**src/logic/gdb_pkg.sv**
```systemverilog
// package for the global data bus configuration block
package gdb_pkg;
    localparam int ADDR_W = 5;
    localparam int NUM_STATIONS = 32;
    localparam logic [4:0] WIN_FIRST = 5'h10;
    localparam logic [4:0] WIN_LAST = 5'h17;
    localparam int NUM_WIN = 8;
    localparam int WIN_BITS = 32;
    localparam int MEM_BITS = 256;
    localparam int MEM_WORDS = 8;
    localparam int LEN_W = 9;
    localparam logic [8:0] LEN_UNIT = 9'h020;
    localparam logic [8:0] LEN_MAX = 9'h100;
    localparam logic [8:0] TX_LEN_RST = 9'h020;
    localparam logic [8:0] RX_LEN_RST = 9'h000;
    localparam logic [4:0] ADDR_RST = 5'h10;
    localparam int MAX_AT_LOW_RATE = 16;
    localparam logic [7:0] BLOCK_OPEN_BYTE = 8'hA5;
    localparam logic [7:0] BLOCK_CLOSE_BYTE = 8'h5A;
    localparam logic [11:0] OFS_CTRL = 12'h000;
    localparam logic [11:0] OFS_STATUS = 12'h004;
    localparam logic [11:0] OFS_TXLEN = 12'h008;
    localparam logic [11:0] OFS_RXLEN0 = 12'h020;
    localparam logic [11:0] OFS_MEM0 = 12'h040;
    localparam logic [11:0] OFS_VIEW = 12'h00C;
    typedef enum logic [1:0] {
        GDB_RATE_STD = 2'b00,
        GDB_RATE_EXT = 2'b01,
        GDB_RATE_768 = 2'b10,
        GDB_RATE_384 = 2'b11
    } gdb_rate_t;
    typedef enum logic [2:0] {
        GDB_IDLE = 3'b000,
        GDB_OPEN = 3'b001,
        GDB_DATA = 3'b010,
        GDB_CLOSE = 3'b011,
        GDB_DONE = 3'b100
    } gdb_tx_state_t;
endpackage

```
**src/logic/gdb_cfg_if.sv**
```systemverilog
// configuration carrier between the top and its helpers
`timescale 1ns/100ps
`default_nettype none
interface gdb_cfg_if;
    import gdb_pkg::*;
    logic [4:0] addr;
    logic [8:0] len;
    logic ok;
    logic [7:0] view;
    logic [8:0] tx_len;
    modport chk(input addr, input len, output ok);
    modport top(output addr, output len, input ok);
    modport vw(input addr, input tx_len, output view);
    modport topv(output tx_len, input view);
endinterface
`default_nettype wire

```
**src/logic/gdb_top.sv**
```systemverilog
// global data bus configuration and allocation block
//
// Functional notes
// - bus address is 0 to 31; at most 32 stations.
// - configured address sets the token turn of this station.
// - addresses 16 to 23 map to consecutive 32-bit memory windows.
// - maximum length is memory left from window start to bit 256.
// - reset gives 32-bit send length and no receive lengths.
// - slots covered by a long sender must not be used by senders.
// - view hides slots covered by own send length over 32 bits.
// - separate receive length per address 16-23; zero means none.
// - one line rate of four settings for all stations.
// - reset selects 153.6 standard rate.
// - at 38.4 rate the bus carries at most 16 stations; the control write does not check this limit and tests the address only against the send length.
// - configured and stopped: run the bus, send zeros.
// - on run, hold configuration and send real data.
// - host data held until token arrives, then broadcast.
// - own message sent once per bus scan.
// - message framed by open byte and close byte.
//
// The register offsets and the APB slave port are this design's own decisions.
`timescale 1ns/100ps
`default_nettype none
module gdb_top #(
    parameter int ADDR_BITS = 5
) (
    input wire logic pclk,
    input wire logic presetn,
    input wire logic psel,
    input wire logic penable,
    input wire logic pwrite,
    input wire logic [11:0] paddr,
    input wire logic [31:0] pwdata,
    output logic [31:0] prdata,
    output logic pready,
    output logic pslverr,
    input wire logic token_pin,
    input wire logic rx_valid_pin,
    input wire logic [4:0] rx_src_pin,
    input wire logic [7:0] rx_byte_pin,
    input wire logic tx_ready,
    output logic [7:0] tx_byte,
    output logic tx_valid,
    output logic [4:0] bus_addr,
    output gdb_pkg::gdb_rate_t line_rate,
    output logic bus_active,
    output logic cfg_err
);
    import gdb_pkg::*;
    // control: bit0 configured, bit1 run, [6:2] addr, [8:7] rate
    logic cfg_q, cfg_d, run_q, run_d, err_q, err_d;
    logic [4:0] addr_q, addr_d;
    gdb_rate_t rate_q, rate_d;
    logic [8:0] tx_len_q, tx_len_d;
    logic [8:0] rx_len_q [NUM_WIN];
    logic [8:0] rx_len_d [NUM_WIN];
    logic [31:0] mem_q [MEM_WORDS];
    logic [31:0] mem_d [MEM_WORDS];
    logic [31:0] prdata_q, prdata_d;
    logic pready_q, pready_d, pslverr_q, pslverr_d;
    gdb_tx_state_t st_q, st_d;
    logic [5:0] bcnt_q, bcnt_d;
    logic [7:0] txb_q, txb_d;
    logic txv_q, txv_d;
    logic [4:0] s1_q, s2_q;
    logic [2:0] pin1_q, pin2_q, pin3_q;
    logic [7:0] rb1_q, rb2_q;
    logic [4:0] rsrc_q, rsrc_d;
    logic [5:0] rcnt_q, rcnt_d;
    logic acc, wr, rd;
    logic [2:0] widx;
    logic [7:0] view;
    logic ck_ok, ck_ok_tx;
    logic tok_rise, rx_v;
    logic [4:0] rx_src;
    logic [2:0] ridx;
    logic [7:0] rx_b;
    logic [7:0] cur_byte;
    logic [7:0] mem_byte;
    logic [2:0] roff;
    logic [5:0] bnext, rk;
    logic [8:0] rlen;
    gdb_cfg_if ci();
    gdb_cfg_if ct();
    gdb_len_check u_chk (
        .c(ci)
    );
    gdb_len_check u_chk_tx (
        .c(ct)
    );
    gdb_view #(
        .N(NUM_WIN)
    ) u_view (
        .v(ct)
    );
    assign acc = psel && penable && pready_q;
    assign wr = acc && pwrite;
    assign rd = psel && !penable && !pwrite;
    assign widx = paddr[4:2];
    assign ci.addr = 5'(WIN_FIRST + {2'h0, widx});
    assign ci.len = pwdata[8:0];
    assign ck_ok = ci.ok;
    assign ct.addr = (paddr == OFS_CTRL) ? pwdata[6:2] : addr_q;
    assign ct.len = (paddr == OFS_TXLEN) ? pwdata[8:0] : tx_len_q;
    assign ct.tx_len = tx_len_q;
    assign ck_ok_tx = ct.ok;
    assign view = ct.view;
    assign tok_rise = pin2_q[0] && !pin3_q[0];
    assign rx_v = pin2_q[1] && !pin3_q[1];
    assign rx_src = s2_q;
    assign rx_b = rb2_q;
    assign ridx = 3'(rx_src - WIN_FIRST);
    assign rk = 6'(rcnt_q - 6'h01);
    assign rlen = ((rx_src >= WIN_FIRST) && (rx_src <= WIN_LAST)) ?
                  rx_len_q[ridx] : RX_LEN_RST;
    // pin inputs pass two flops before any logic
    always_ff @(posedge pclk or negedge presetn) begin
        if (!presetn) begin
            pin1_q <= 3'h0;
            pin2_q <= 3'h0;
            pin3_q <= 3'h0;
            s1_q <= 5'h00;
            s2_q <= 5'h00;
            rb1_q <= 8'h00;
            rb2_q <= 8'h00;
        end else begin
            pin1_q <= {1'b0, rx_valid_pin, token_pin};
            pin2_q <= pin1_q;
            pin3_q <= pin2_q;
            s1_q <= rx_src_pin;
            s2_q <= s1_q;
            rb1_q <= rx_byte_pin;
            rb2_q <= rb1_q;
        end
    end
    always_comb begin
        bnext = (st_q == GDB_DATA) ? 6'(bcnt_q + 6'h01) : 6'h00;
        roff = 3'(addr_q - WIN_FIRST) + 3'(bnext[5:2]);
        mem_byte = mem_q[roff][8'(bnext[1:0]) * 8 +: 8];
        cur_byte = run_q ? mem_byte : 8'h00;
    end
    // register file, receive path and message sender
    always_comb begin
        cfg_d = cfg_q;
        run_d = run_q;
        addr_d = addr_q;
        rate_d = rate_q;
        err_d = err_q;
        tx_len_d = tx_len_q;
        rx_len_d = rx_len_q;
        mem_d = mem_q;
        prdata_d = prdata_q;
        pready_d = psel && !penable;
        pslverr_d = 1'b0;
        st_d = st_q;
        bcnt_d = bcnt_q;
        txb_d = txb_q;
        txv_d = txv_q;
        rsrc_d = rsrc_q;
        rcnt_d = rcnt_q;
        if (rd) begin
            prdata_d = 32'h0000_0000;
            if (paddr == OFS_CTRL) begin
                prdata_d = {23'h0, rate_q, addr_q, run_q, cfg_q};
            end else if (paddr == OFS_STATUS) begin
                prdata_d = {30'h0, st_q != GDB_IDLE, err_q};
            end else if (paddr == OFS_TXLEN) begin
                prdata_d = {23'h0, tx_len_q};
            end else if (paddr == OFS_VIEW) begin
                prdata_d = {24'h0, view};
            end else if (paddr[11:5] == OFS_RXLEN0[11:5]) begin
                prdata_d = {23'h0, rx_len_q[widx]};
            end else if (paddr[11:5] == OFS_MEM0[11:5]) begin
                prdata_d = mem_q[widx];
            end else begin
                pslverr_d = 1'b1;
            end
        end
        if (wr) begin
            if (paddr == OFS_CTRL) begin
                run_d = pwdata[1];
                // configuration held while running
                if (!run_q) begin
                    if (ck_ok_tx) begin
                        cfg_d = pwdata[0];
                        addr_d = pwdata[6:2];
                        rate_d = gdb_rate_t'(pwdata[8:7]);
                    end else begin
                        err_d = 1'b1;
                    end
                end
            end else if (paddr == OFS_STATUS) begin
                err_d = err_q && !pwdata[0];
            end else if (paddr == OFS_TXLEN && !run_q) begin
                if (ck_ok_tx) begin
                    tx_len_d = pwdata[8:0];
                end else begin
                    err_d = 1'b1;
                end
            end else if (paddr[11:5] == OFS_RXLEN0[11:5] && !run_q) begin
                if (ck_ok) begin
                    rx_len_d[widx] = pwdata[8:0];
                end else begin
                    err_d = 1'b1;
                end
            end else if (paddr[11:5] == OFS_MEM0[11:5]) begin
                mem_d[widx] = pwdata;
            end
        end
        // receive: open byte starts a frame, data fill the sender's window
        if (rx_v) begin
            if (rcnt_q == 6'h00 || rsrc_q != rx_src) begin
                rsrc_d = rx_src;
                rcnt_d = (rx_b == BLOCK_OPEN_BYTE) ? 6'h01 : 6'h00;
            end else if ({rk, 3'h0} < rlen) begin
                if (run_q) begin
                    mem_d[3'(ridx + 3'(rk[5:2]))][8'(rk[1:0]) * 8 +: 8]
                        = rx_b;
                end
                rcnt_d = 6'(rcnt_q + 6'h01);
            end else if (rx_b == BLOCK_CLOSE_BYTE) begin
                rcnt_d = 6'h00;
            end
        end
        // sender: once per token visit
        case (st_q)
            GDB_IDLE: begin
                if (tok_rise && cfg_q) begin
                    st_d = GDB_OPEN;
                end
            end
            GDB_OPEN: begin
                txb_d = BLOCK_OPEN_BYTE;
                txv_d = 1'b1;
                bcnt_d = 6'h00;
                if (txv_q && tx_ready) begin
                    st_d = GDB_DATA;
                    txb_d = cur_byte;
                end
            end
            GDB_DATA: begin
                if (tx_ready) begin
                    bcnt_d = 6'(bcnt_q + 6'h01);
                    if ({bcnt_q + 6'h01, 3'h0} >= tx_len_q) begin
                        st_d = GDB_CLOSE;
                        txb_d = BLOCK_CLOSE_BYTE;
                    end else begin
                        txb_d = cur_byte;
                    end
                end
            end
            GDB_CLOSE: begin
                if (tx_ready) begin
                    txv_d = 1'b0;
                    st_d = GDB_DONE;
                end
            end
            GDB_DONE: begin
                if (!pin2_q[0]) begin
                    st_d = GDB_IDLE;
                end
            end
            default: begin
                st_d = GDB_IDLE;
            end
        endcase
    end
    always_ff @(posedge pclk or negedge presetn) begin
        if (!presetn) begin
            cfg_q <= 1'b0;
            run_q <= 1'b0;
            err_q <= 1'b0;
            addr_q <= ADDR_RST;
            rate_q <= GDB_RATE_STD;
            tx_len_q <= TX_LEN_RST;
            for (int i = 0; i < NUM_WIN; i++) begin
                rx_len_q[i] <= RX_LEN_RST;
            end
            for (int i = 0; i < MEM_WORDS; i++) begin
                mem_q[i] <= 32'h0000_0000;
            end
            prdata_q <= 32'h0000_0000;
            pready_q <= 1'b0;
            pslverr_q <= 1'b0;
            st_q <= GDB_IDLE;
            bcnt_q <= 6'h00;
            txb_q <= 8'h00;
            txv_q <= 1'b0;
            rsrc_q <= 5'h00;
            rcnt_q <= 6'h00;
        end else begin
            cfg_q <= cfg_d;
            run_q <= run_d;
            err_q <= err_d;
            addr_q <= addr_d;
            rate_q <= rate_d;
            tx_len_q <= tx_len_d;
            rx_len_q <= rx_len_d;
            mem_q <= mem_d;
            prdata_q <= prdata_d;
            pready_q <= pready_d;
            pslverr_q <= pslverr_d;
            st_q <= st_d;
            bcnt_q <= bcnt_d;
            txb_q <= txb_d;
            txv_q <= txv_d;
            rsrc_q <= rsrc_d;
            rcnt_q <= rcnt_d;
        end
    end
    assign prdata = prdata_q;
    assign pready = pready_q;
    assign pslverr = pslverr_q;
    assign tx_byte = txb_q;
    assign tx_valid = txv_q;
    assign bus_addr = addr_q;
    assign line_rate = rate_q;
    assign bus_active = cfg_q;
    assign cfg_err = err_q;
endmodule // gdb_top
`default_nettype wire

```
**src/logic/gdb_len_check.sv**
```systemverilog
// length legality check for one address
`timescale 1ns/100ps
`default_nettype none
module gdb_len_check (
    gdb_cfg_if.chk c
);
    import gdb_pkg::*;
    logic [8:0] room;
    logic in_win;
    always_comb begin
        in_win = (c.addr >= WIN_FIRST) && (c.addr <= WIN_LAST);
        // room from window start up to the top of memory
        room = LEN_MAX - 9'(({4'h0, c.addr} - {4'h0, WIN_FIRST}) * LEN_UNIT);
        c.ok = (c.len[4:0] == 5'h00) &&
               (in_win ? (c.len <= room) : (c.len == 9'h000));
    end
endmodule // gdb_len_check
`default_nettype wire

```
**src/logic/gdb_view.sv**
```systemverilog
// slot availability view from own send length
`timescale 1ns/100ps
`default_nettype none
module gdb_view #(
    parameter int N = 8
) (
    gdb_cfg_if.vw v
);
    import gdb_pkg::*;
    logic [3:0] own;
    logic [3:0] span;
    always_comb begin
        own = 4'(v.addr - WIN_FIRST);
        span = 4'(v.tx_len[8:5]);
    end
    genvar g;
    generate
        for (g = 0; g < N; g++) begin : g_slot
            // slot shown unless covered by own long message
            assign v.view[g] = !((v.addr >= WIN_FIRST) &&
                (v.addr <= WIN_LAST) && (4'(g) > own) &&
                (4'(g) < 4'(own + span)));
        end
    endgenerate
endmodule // gdb_view
`default_nettype wire

```
**config.mk**
```make
export PLATFORM = sky130hd
export DESIGN_NAME = gdb_top
export DESIGN_NICKNAME = d
export VERILOG_FILES = /design/src/logic/gdb_pkg.sv /design/src/logic/gdb_cfg_if.sv /design/src/logic/gdb_top.sv /design/src/logic/gdb_len_check.sv /design/src/logic/gdb_view.sv
export SDC_FILE = /design/constraint.sdc
export NUM_CORES = 1
export LEC_CHECK = 0
export ABC_AREA = 1
export BUFFER_PORTS_ARGS = -buffer_cell sky130_fd_sc_hd__buf_2
export CAP_MARGIN = 30
export CORE_AREA = 4 4 290 292
export DETAILED_ROUTE_END_ITERATION = 12
export DIE_AREA = 0 0 294 296
export SLEW_MARGIN = 5
export SYNTH_ARGS = -nofsm -noshare
export SYNTH_HDL_FRONTEND = slang
export SYNTH_SLANG_ARGS = --single-unit
```
**constraint.sdc**
```tcl
create_clock -name pclk -period 4.4 [get_ports pclk]
set_input_delay 0.88 -clock pclk [delete_from_list [all_inputs] [get_ports pclk]]
set_output_delay 0.88 -clock pclk [all_outputs]
set_load 0.03 [all_outputs]
```
# Word level (Yosys, flattened, before mapping)
# Index checks and enable logic that the tools add are counted.
# classes
n_eq_ne	20
addsub	15
n_bitwise	8
n_lt_le_gt_ge	32
shifts	3
muxes	77
n_reduce_logical	72
# ops
operator	count
$mux 256	10
$bwmux 256	2
$mux 32	12
$bmux 32 s3	2
$demux 32 s3	2
$bwmux 72	1
$mux 9	7
$bmux 9 s3	2
$logic_and 1x1->1	35
$neg 5->34	1
$shift 8x34->32 const A	1
$shiftx 8x34->32	1
$mux 8	4
$shiftx 32x6->8	1
$demux 9 s3	1
$eq 12x4->1 const B	2
$mux 6	4
$le 9x9->1	2
$logic_not 9->1	2
$mux 1	18
$mux 3	6
$sub 9x9->9 const A	2
$ge 4x4->1 const B	4
$gt 3x4->1 const A	4
other kinds (49)	101
# totals
output_inout_bits	52
register_bits	442
in_bits	65

# Logic depth before layout (Yosys ltp)
# depth
ltp_word	17
depth_mapped	23
ltp_nobuf	21

# Modules after synthesis
# Synthesis repeated with hierarchy kept, for this count alone.
# unflattened
hier_cells	3982
area_unflattened_um2	27284.9
# modules_own_cells
module	area_each_um2	instances	cells_per_inst
gdb_top	26601.8	1	3857
gdb_len_check	207.7	2	37
gdb_view	267.8	1	51

# Least setup slack after synthesis
# Ideal clock, no wire load.
# synth_timing
path_type	in2reg
start	input port paddr[3]
end	register addr_q[3], in the netlist bus_addr[3]
stages	21
t_required_ps	4268
arrival_ps	3538
setup_slack_ps	730
path_buffers	3
path_cell_list	buf_4 > clkinv_1 > ha_1 > nand2_1 > nor2_2 > nand2_1 > buf_2 > nand2_1 > nand2_1 > inv_1 > ha_1 > ha_1 > a21oi_1 > o21ai_0 > o21ai_0 > o21ai_1 > a21oi_2 > nand2_2 > buf_2 > nand2_1 > o21ai_1
# synth_via
elab_chain_cells	8
# synth_rtl
item	line_no	rtl
start: declaration	gdb_top.sv:32	input wire logic [11:0] paddr,
$logic_not 12->1	gdb_top.sv:103, gdb_top.sv:180	
$mux 5	gdb_top.sv:103	assign ct.addr = (paddr == OFS_CTRL) ? pwdata[6:2] : addr_q;
$sub 4x1->4	gdb_len_check.sv:13	room = LEN_MAX - 9'(({4'h0, c.addr} - {4'h0, WIN_FIRST}) * LEN_UNIT);
$sub 9x9->9	gdb_len_check.sv:13	
$le 9x9->1	gdb_len_check.sv:15	(in_win ? (c.len <= room) : (c.len == 9'h000));
$mux 1	gdb_len_check.sv:15	
$logic_and 1x1->1	gdb_len_check.sv:14	c.ok = (c.len[4:0] == 5'h00) &&
$reduce_and 4->1 (no line) (*)	-	
end signal: assignment	gdb_top.sv:295	addr_q <= addr_d;
end: declaration	gdb_top.sv:52	logic [4:0] addr_q, addr_d;
# Mark *: on every way between the ends. The rest lies on a longest branch, timed or not.
# A chain may end at the register's enable or synchronous reset.

# Final worst setup path
# layout_timing
start	register st_q[0]
end	register txb_q[0], in the netlist tx_byte[0]
# layout_via
elab_chain_cells	12
# layout_rtl
item	line_no	rtl
start: declaration	gdb_top.sv:61	gdb_tx_state_t st_q, st_d;
start signal: assignment	gdb_top.sv:303	st_q <= st_d;
$eq 3x2->1	gdb_top.sv:137, gdb_top.sv:226	
$mux 5	gdb_top.sv:137	bnext = (st_q == GDB_DATA) ? 6'(bcnt_q + 6'h01) : 6'h00;
$add 3x3->3	gdb_top.sv:138	roff = 3'(addr_q - WIN_FIRST) + 3'(bnext[5:2]);
$not 3->4 (not written as such)	gdb_top.sv:139	mem_byte = mem_q[roff][8'(bnext[1:0]) * 8 +: 8];
$bmux 32 s3	gdb_top.sv:139	
$mux 32 (not written as such) (2 in series)	gdb_top.sv:139	
$shiftx 32x6->8	gdb_top.sv:139	
$mux 8	gdb_top.sv:140	cur_byte = run_q ? mem_byte : 8'h00;
$mux 8	gdb_top.sv:244	if ({bcnt_q + 6'h01, 3'h0} >= tx_len_q) begin
$mux 8	gdb_top.sv:242	if (tx_ready) begin
$pmux 8 s2	gdb_top.sv:226	case (st_q)
end signal: assignment	gdb_top.sv:305	txb_q <= txb_d;
end: declaration	gdb_top.sv:63	logic [7:0] txb_q, txb_d;
# Several ways; a longest one is shown, not always the timed one. The select of a mux whose other input is x is not followed.

==> run_summary.xml <==
<?xml version="1.0" encoding="UTF-8"?>
<metrics>
  <group name="logic_synthesis">
    <metric name="synth.cells.most_frequent" unit="">1329 x nand2_1, 467 x inv_1, 440 x dfrtp_1, 408 x o21ai_0, 315 x nand3_1</metric>
    <metric name="synth_simple_gate_area_share" unit="%">31.54</metric>
    <metric name="synth-xor-area-share" unit="%">0.6456</metric>
    <metric name="syn_inst" unit="">4106</metric>
    <metric name="synth_largest_area_cell" unit="">dfrtp_1</metric>
    <metric name="syn_avg_cell_area" unit="um2">6.891</metric>
    <metric name="asyncSetResetFlopFracSynth" unit="%">100.0</metric>
    <metric name="area_share_of_fa_ha_maj_cells_after_synthesis" unit="%">1.804</metric>
    <metric name="synth_compound_area_share" unit="%">16.90</metric>
    <metric name="synthDistinctLibCells" unit="">63</metric>
    <metric name="synth_top_family_by_area" unit="">simple AND/OR/NAND/NOR gates</metric>
    <metric name="synth-edff-count" unit="">0</metric>
    <metric name="synth_sequential_area_ratio" unit="%">39.10</metric>
    <metric name="synthMuxAreaShare" unit="%">0.03980</metric>
    <metric name="synth_most_common_cell" unit="">nand2_1</metric>
    <metric name="netlist_area_before_placement" unit="um2">28290</metric>
    <metric name="postSynth.topFlopCell" unit="">dfrtp_1</metric>
    <metric name="synth.yosys.warnings" unit="">0</metric>
    <metric name="synth.net_count" unit="">4210</metric>
    <metric name="synth_top_cell_area_share" unit="%">38.92</metric>
    <metric name="top_cells_by_area_in_the_synthesized_netlist" unit="">dfrtp_1 39%, nand2_1 18%, o21ai_0 7.2%</metric>
    <metric name="yosys_register_bits" unit="">442</metric>
  </group>
  <group name="timing">
    <metric name="clock_skew" unit="ns">0.02281</metric>
    <metric name="final_hold_viol_count" unit="">0</metric>
    <metric name="final-max-slew-violation-count" unit="">0</metric>
    <metric name="period_needed" unit="ns">3.944</metric>
    <metric name="rsz0062_at_grt" unit="">no</metric>
    <metric name="finalCritPeriodShare" unit="%">89.63</metric>
    <metric name="final.setup.tns" unit="ns">0</metric>
    <metric name="tightest_slew" unit="ns">0.9501</metric>
    <metric name="hold_slack" unit="ns">0.2772</metric>
    <metric name="setup_ws" unit="ns">0.4564</metric>
    <metric name="setup_viol" unit="">0</metric>
    <metric name="maxClockFrequency" unit="MHz">253.6</metric>
    <metric name="relSlewSlack" unit="%">36.59</metric>
  </group>
  <group name="clock_tree">
    <metric name="tritoncts" unit="">built</metric>
    <metric name="cts-resized-gates" unit="">0</metric>
    <metric name="clock_latency" unit="ns">0.62</metric>
    <metric name="maximum_level_of_the_cts_h_tree" unit="">2</metric>
    <metric name="clock_slew_at_the_register_clock_pins_of_the_worst_setup_and_hold_paths" unit="ns">0.06</metric>
    <metric name="postCtsHoldBufs" unit="">0</metric>
    <metric name="post-cts-setup-buffer-count" unit="">0</metric>
    <metric name="cts_max_path_buffers" unit="">3</metric>
    <metric name="ctsRootBufferMaster" unit="">clkbuf_16</metric>
    <metric name="cts_inserted_buffers" unit="">53</metric>
    <metric name="numClockSinks" unit="">442</metric>
  </group>
  <group name="grt">
    <metric name="grt_max_degree" unit="">143</metric>
    <metric name="gr-total-overflow" unit="">0</metric>
    <metric name="global_route.usage.total" unit="%">25.92</metric>
    <metric name="grt_pass1_vias" unit="">26830</metric>
    <metric name="initial_antenna_violation_count" unit="">6</metric>
    <metric name="grt_first_pass_wirelength" unit="um">171800</metric>
  </group>
  <group name="floorplanning">
    <metric name="die_height" unit="um">296</metric>
    <metric name="std_cell_rows" unit="">105</metric>
    <metric name="floorplan.initialDensity" unit="%">34.68</metric>
    <metric name="floorplan_die_area" unit="um2">87020</metric>
    <metric name="floorplan.core_area" unit="um2">81580</metric>
    <metric name="floorplan.die.width" unit="um">294</metric>
    <metric name="io_pins" unit="">117</metric>
  </group>
  <group name="worst_setup_path">
    <metric name="start_kind" unit="">register</metric>
    <metric name="worstReg2RegStart" unit="">st_q[0]</metric>
    <metric name="worst-endpoint-required" unit="ns">4.91</metric>
    <metric name="timing.rr.end" unit="">tx_byte[0]</metric>
    <metric name="critical_path_arrival" unit="ns">4.45</metric>
    <metric name="setup.worst_path.end_class" unit="">register</metric>
    <metric name="r2r_slack" unit="ns">0.46</metric>
    <metric name="critical_path_peak_fanout" unit="">41</metric>
    <metric name="path_class" unit="">reg2reg</metric>
    <metric name="ff2ff_path_depth" unit="">21</metric>
  </group>
  <group name="drt">
    <metric name="antenna_left" unit="">0</metric>
    <metric name="m1WireLength" unit="um">46240</metric>
    <metric name="wl_met3" unit="um">12970</metric>
    <metric name="wl_cell" unit="um">21.87</metric>
    <metric name="drtPass1Iterations" unit="">7</metric>
    <metric name="dr_wl_met2" unit="um">50520</metric>
    <metric name="post_drt_via_cell_ratio" unit="">5.444</metric>
    <metric name="route.top_layer_used" unit="">met5</metric>
    <metric name="drt_iter0_markers" unit="">3057</metric>
    <metric name="dr_total_vias" unit="">28810</metric>
    <metric name="drcViolationCount" unit="">0</metric>
    <metric name="wl_final" unit="um">115700</metric>
  </group>
  <group name="pwr">
    <metric name="switching_share" unit="%">29.53</metric>
    <metric name="power_leakage" unit="nW">17.31</metric>
    <metric name="switching_power_of_the_nets" unit="mW">3.025</metric>
    <metric name="design_power_total" unit="mW">10.24</metric>
    <metric name="pwr-share-comb" unit="%">13.9</metric>
    <metric name="power_frac_seq" unit="%">41.2</metric>
    <metric name="intPower" unit="mW">7.220</metric>
    <metric name="cellPowerDensity" unit="nW/um2">319.4</metric>
    <metric name="power.ir.vdd_worst" unit="mV">0.3457</metric>
    <metric name="clockPowerShare" unit="%">44.8</metric>
  </group>
  <group name="place">
    <metric name="dpl_cell_area" unit="um2">30270</metric>
    <metric name="dp.final_hpwl" unit="um">77830</metric>
    <metric name="dpl_worst_slack" unit="ns">0.4123</metric>
    <metric name="routabilityCongestion" unit="">0.9419</metric>
    <metric name="buffer_ports.inserted" unit="">116</metric>
  </group>
  <group name="flow_run">
    <metric name="timing.max_cap.violations" unit="">0</metric>
  </group>
  <group name="hold_path">
    <metric name="min-delay-path-class" unit="">in2async</metric>
  </group>
  <group name="final_layout">
    <metric name="layout.nets" unit="">4279</metric>
    <metric name="stdcell_area" unit="um2">32080</metric>
    <metric name="layout-area-overhead-vs-synth" unit="%">13.37</metric>
    <metric name="share_of_post_route_cells_with_drive_strength_above_1" unit="%">11.23</metric>
  </group>
  <group name="status">
    <metric name="status" unit="">finished clean</metric>
  </group>
</metrics>
## state kept, by name, indices dropped and copies added (netlist names), 3 cells and up
name,cells
mem_q,256
rx_len_q,72
prdata,32
ct.tx_len,9
rb1_q,8
rb2_q,8
tx_byte,8
bcnt_q,6
rcnt_q,6
bus_addr,5
rsrc_q,5
rx_src,5
s1_q,5
st_q,3
## power by group through the flow
stage / combinational (mW) / clock, mW / sequential (mW)
after floorplan: 0.668 / 0 / 4.39
after global placement: 1.39 / 0 / 4.30
after detailed placement: 1.40 / 0 / 4.30
after CTS: 1.40 / 4.66 / 4.22
after global routing: 1.53 / 4.83 / 4.23
final: 1.43 / 4.59 / 4.22
## worst max-delay path: stages, from the launching register on
cell     delay, ns
dfrtp_1       0.40
inv_1         0.10
nand2_1       0.09
nor2_1        0.10
buf_4         0.17
inv_1         0.09
nor3_1        0.34
ha_4          0.20
fa_2          0.51
inv_2         0.30
buf_12        0.28
o21ai_0       0.13
a21oi_1       0.14
nor2_1        0.06
nand3_1       0.07
nand3_1       0.21
nand2_1       0.24
nand2_1       0.08
nand3_1       0.12
nand2_1       0.06
nand2_1       0.06
nand2_1       0.05
## through the flow
stage	utilization, %	instances
floorplan	-	4106
global placement	37.10	5189
detailed placement	37.10	5189
CTS	39.27	5288
global route	39.31	5289
finish	39.32	5292
## layout by cell type (no fill, tap or decap), drive strengths merged, types with 3 or more instances in the layout
cell and count:
inv 501, a221oi 24, xor2 14, buf 219, nand4 44, a22oi 54
xnor2 6, o211ai 12, ha 36, diode 3, o21ai 511, nor2 258
dfrtp 440, o2111ai 15, or2 12, a22o 3, clkbuf 76, nand3 326
a21boi 5, o22ai 35, bufinv 6, a32o 3, nor4 8, fa 3
nor3 32, nand2 1359, clkinv 19, a21oi 180, o221ai 4
## routing by layer
layer	global-route usage, %	vias up
met1	34.11	13360
li1	-	13460
met2	40.53	1618
met4	11.81	6
met5	0	-
met3	6.283	363
## worst max path at each step
stage	start	endpoint	slack, ns	depth (start not counted)
floorplan	paddr[3]	bus_addr[3]	0.73	21
global placement	paddr[3]	ct.tx_len[8]	0.48	20
detailed placement	paddr[3]	ct.tx_len[8]	0.41	20
CTS	st_q[0]	tx_byte[0]	0.57	21
global route	rx_src[0]	mem_q[176]	0.28	15
finish	st_q[0]	tx_byte[0]	0.46	21
## cell families after synthesis
kind of cell / Yosys count
AND/OR/NAND/NOR: 2042
AO/OA/AOI/OAI: 853
multiplexers: 1
adder cells (fa/ha/maj): 39
buffers and inverters: 709
flip-flops: 442
XOR/XNOR: 20
## area by class of cell
class                           count  area, um2
Fill cell                        8546      49510
Multi-Input combinational cell   2955      14460
Sequential cell                   442      11060
Inverter                          504       1896
Timing Repair Buffer              219       1534
Clock buffer                       76       1483
Tap cell                         1070       1339
Clock inverter                     23      294.0
Antenna cell                        3      7.507
Note: power is estimated with default switching activity, not from simulation.
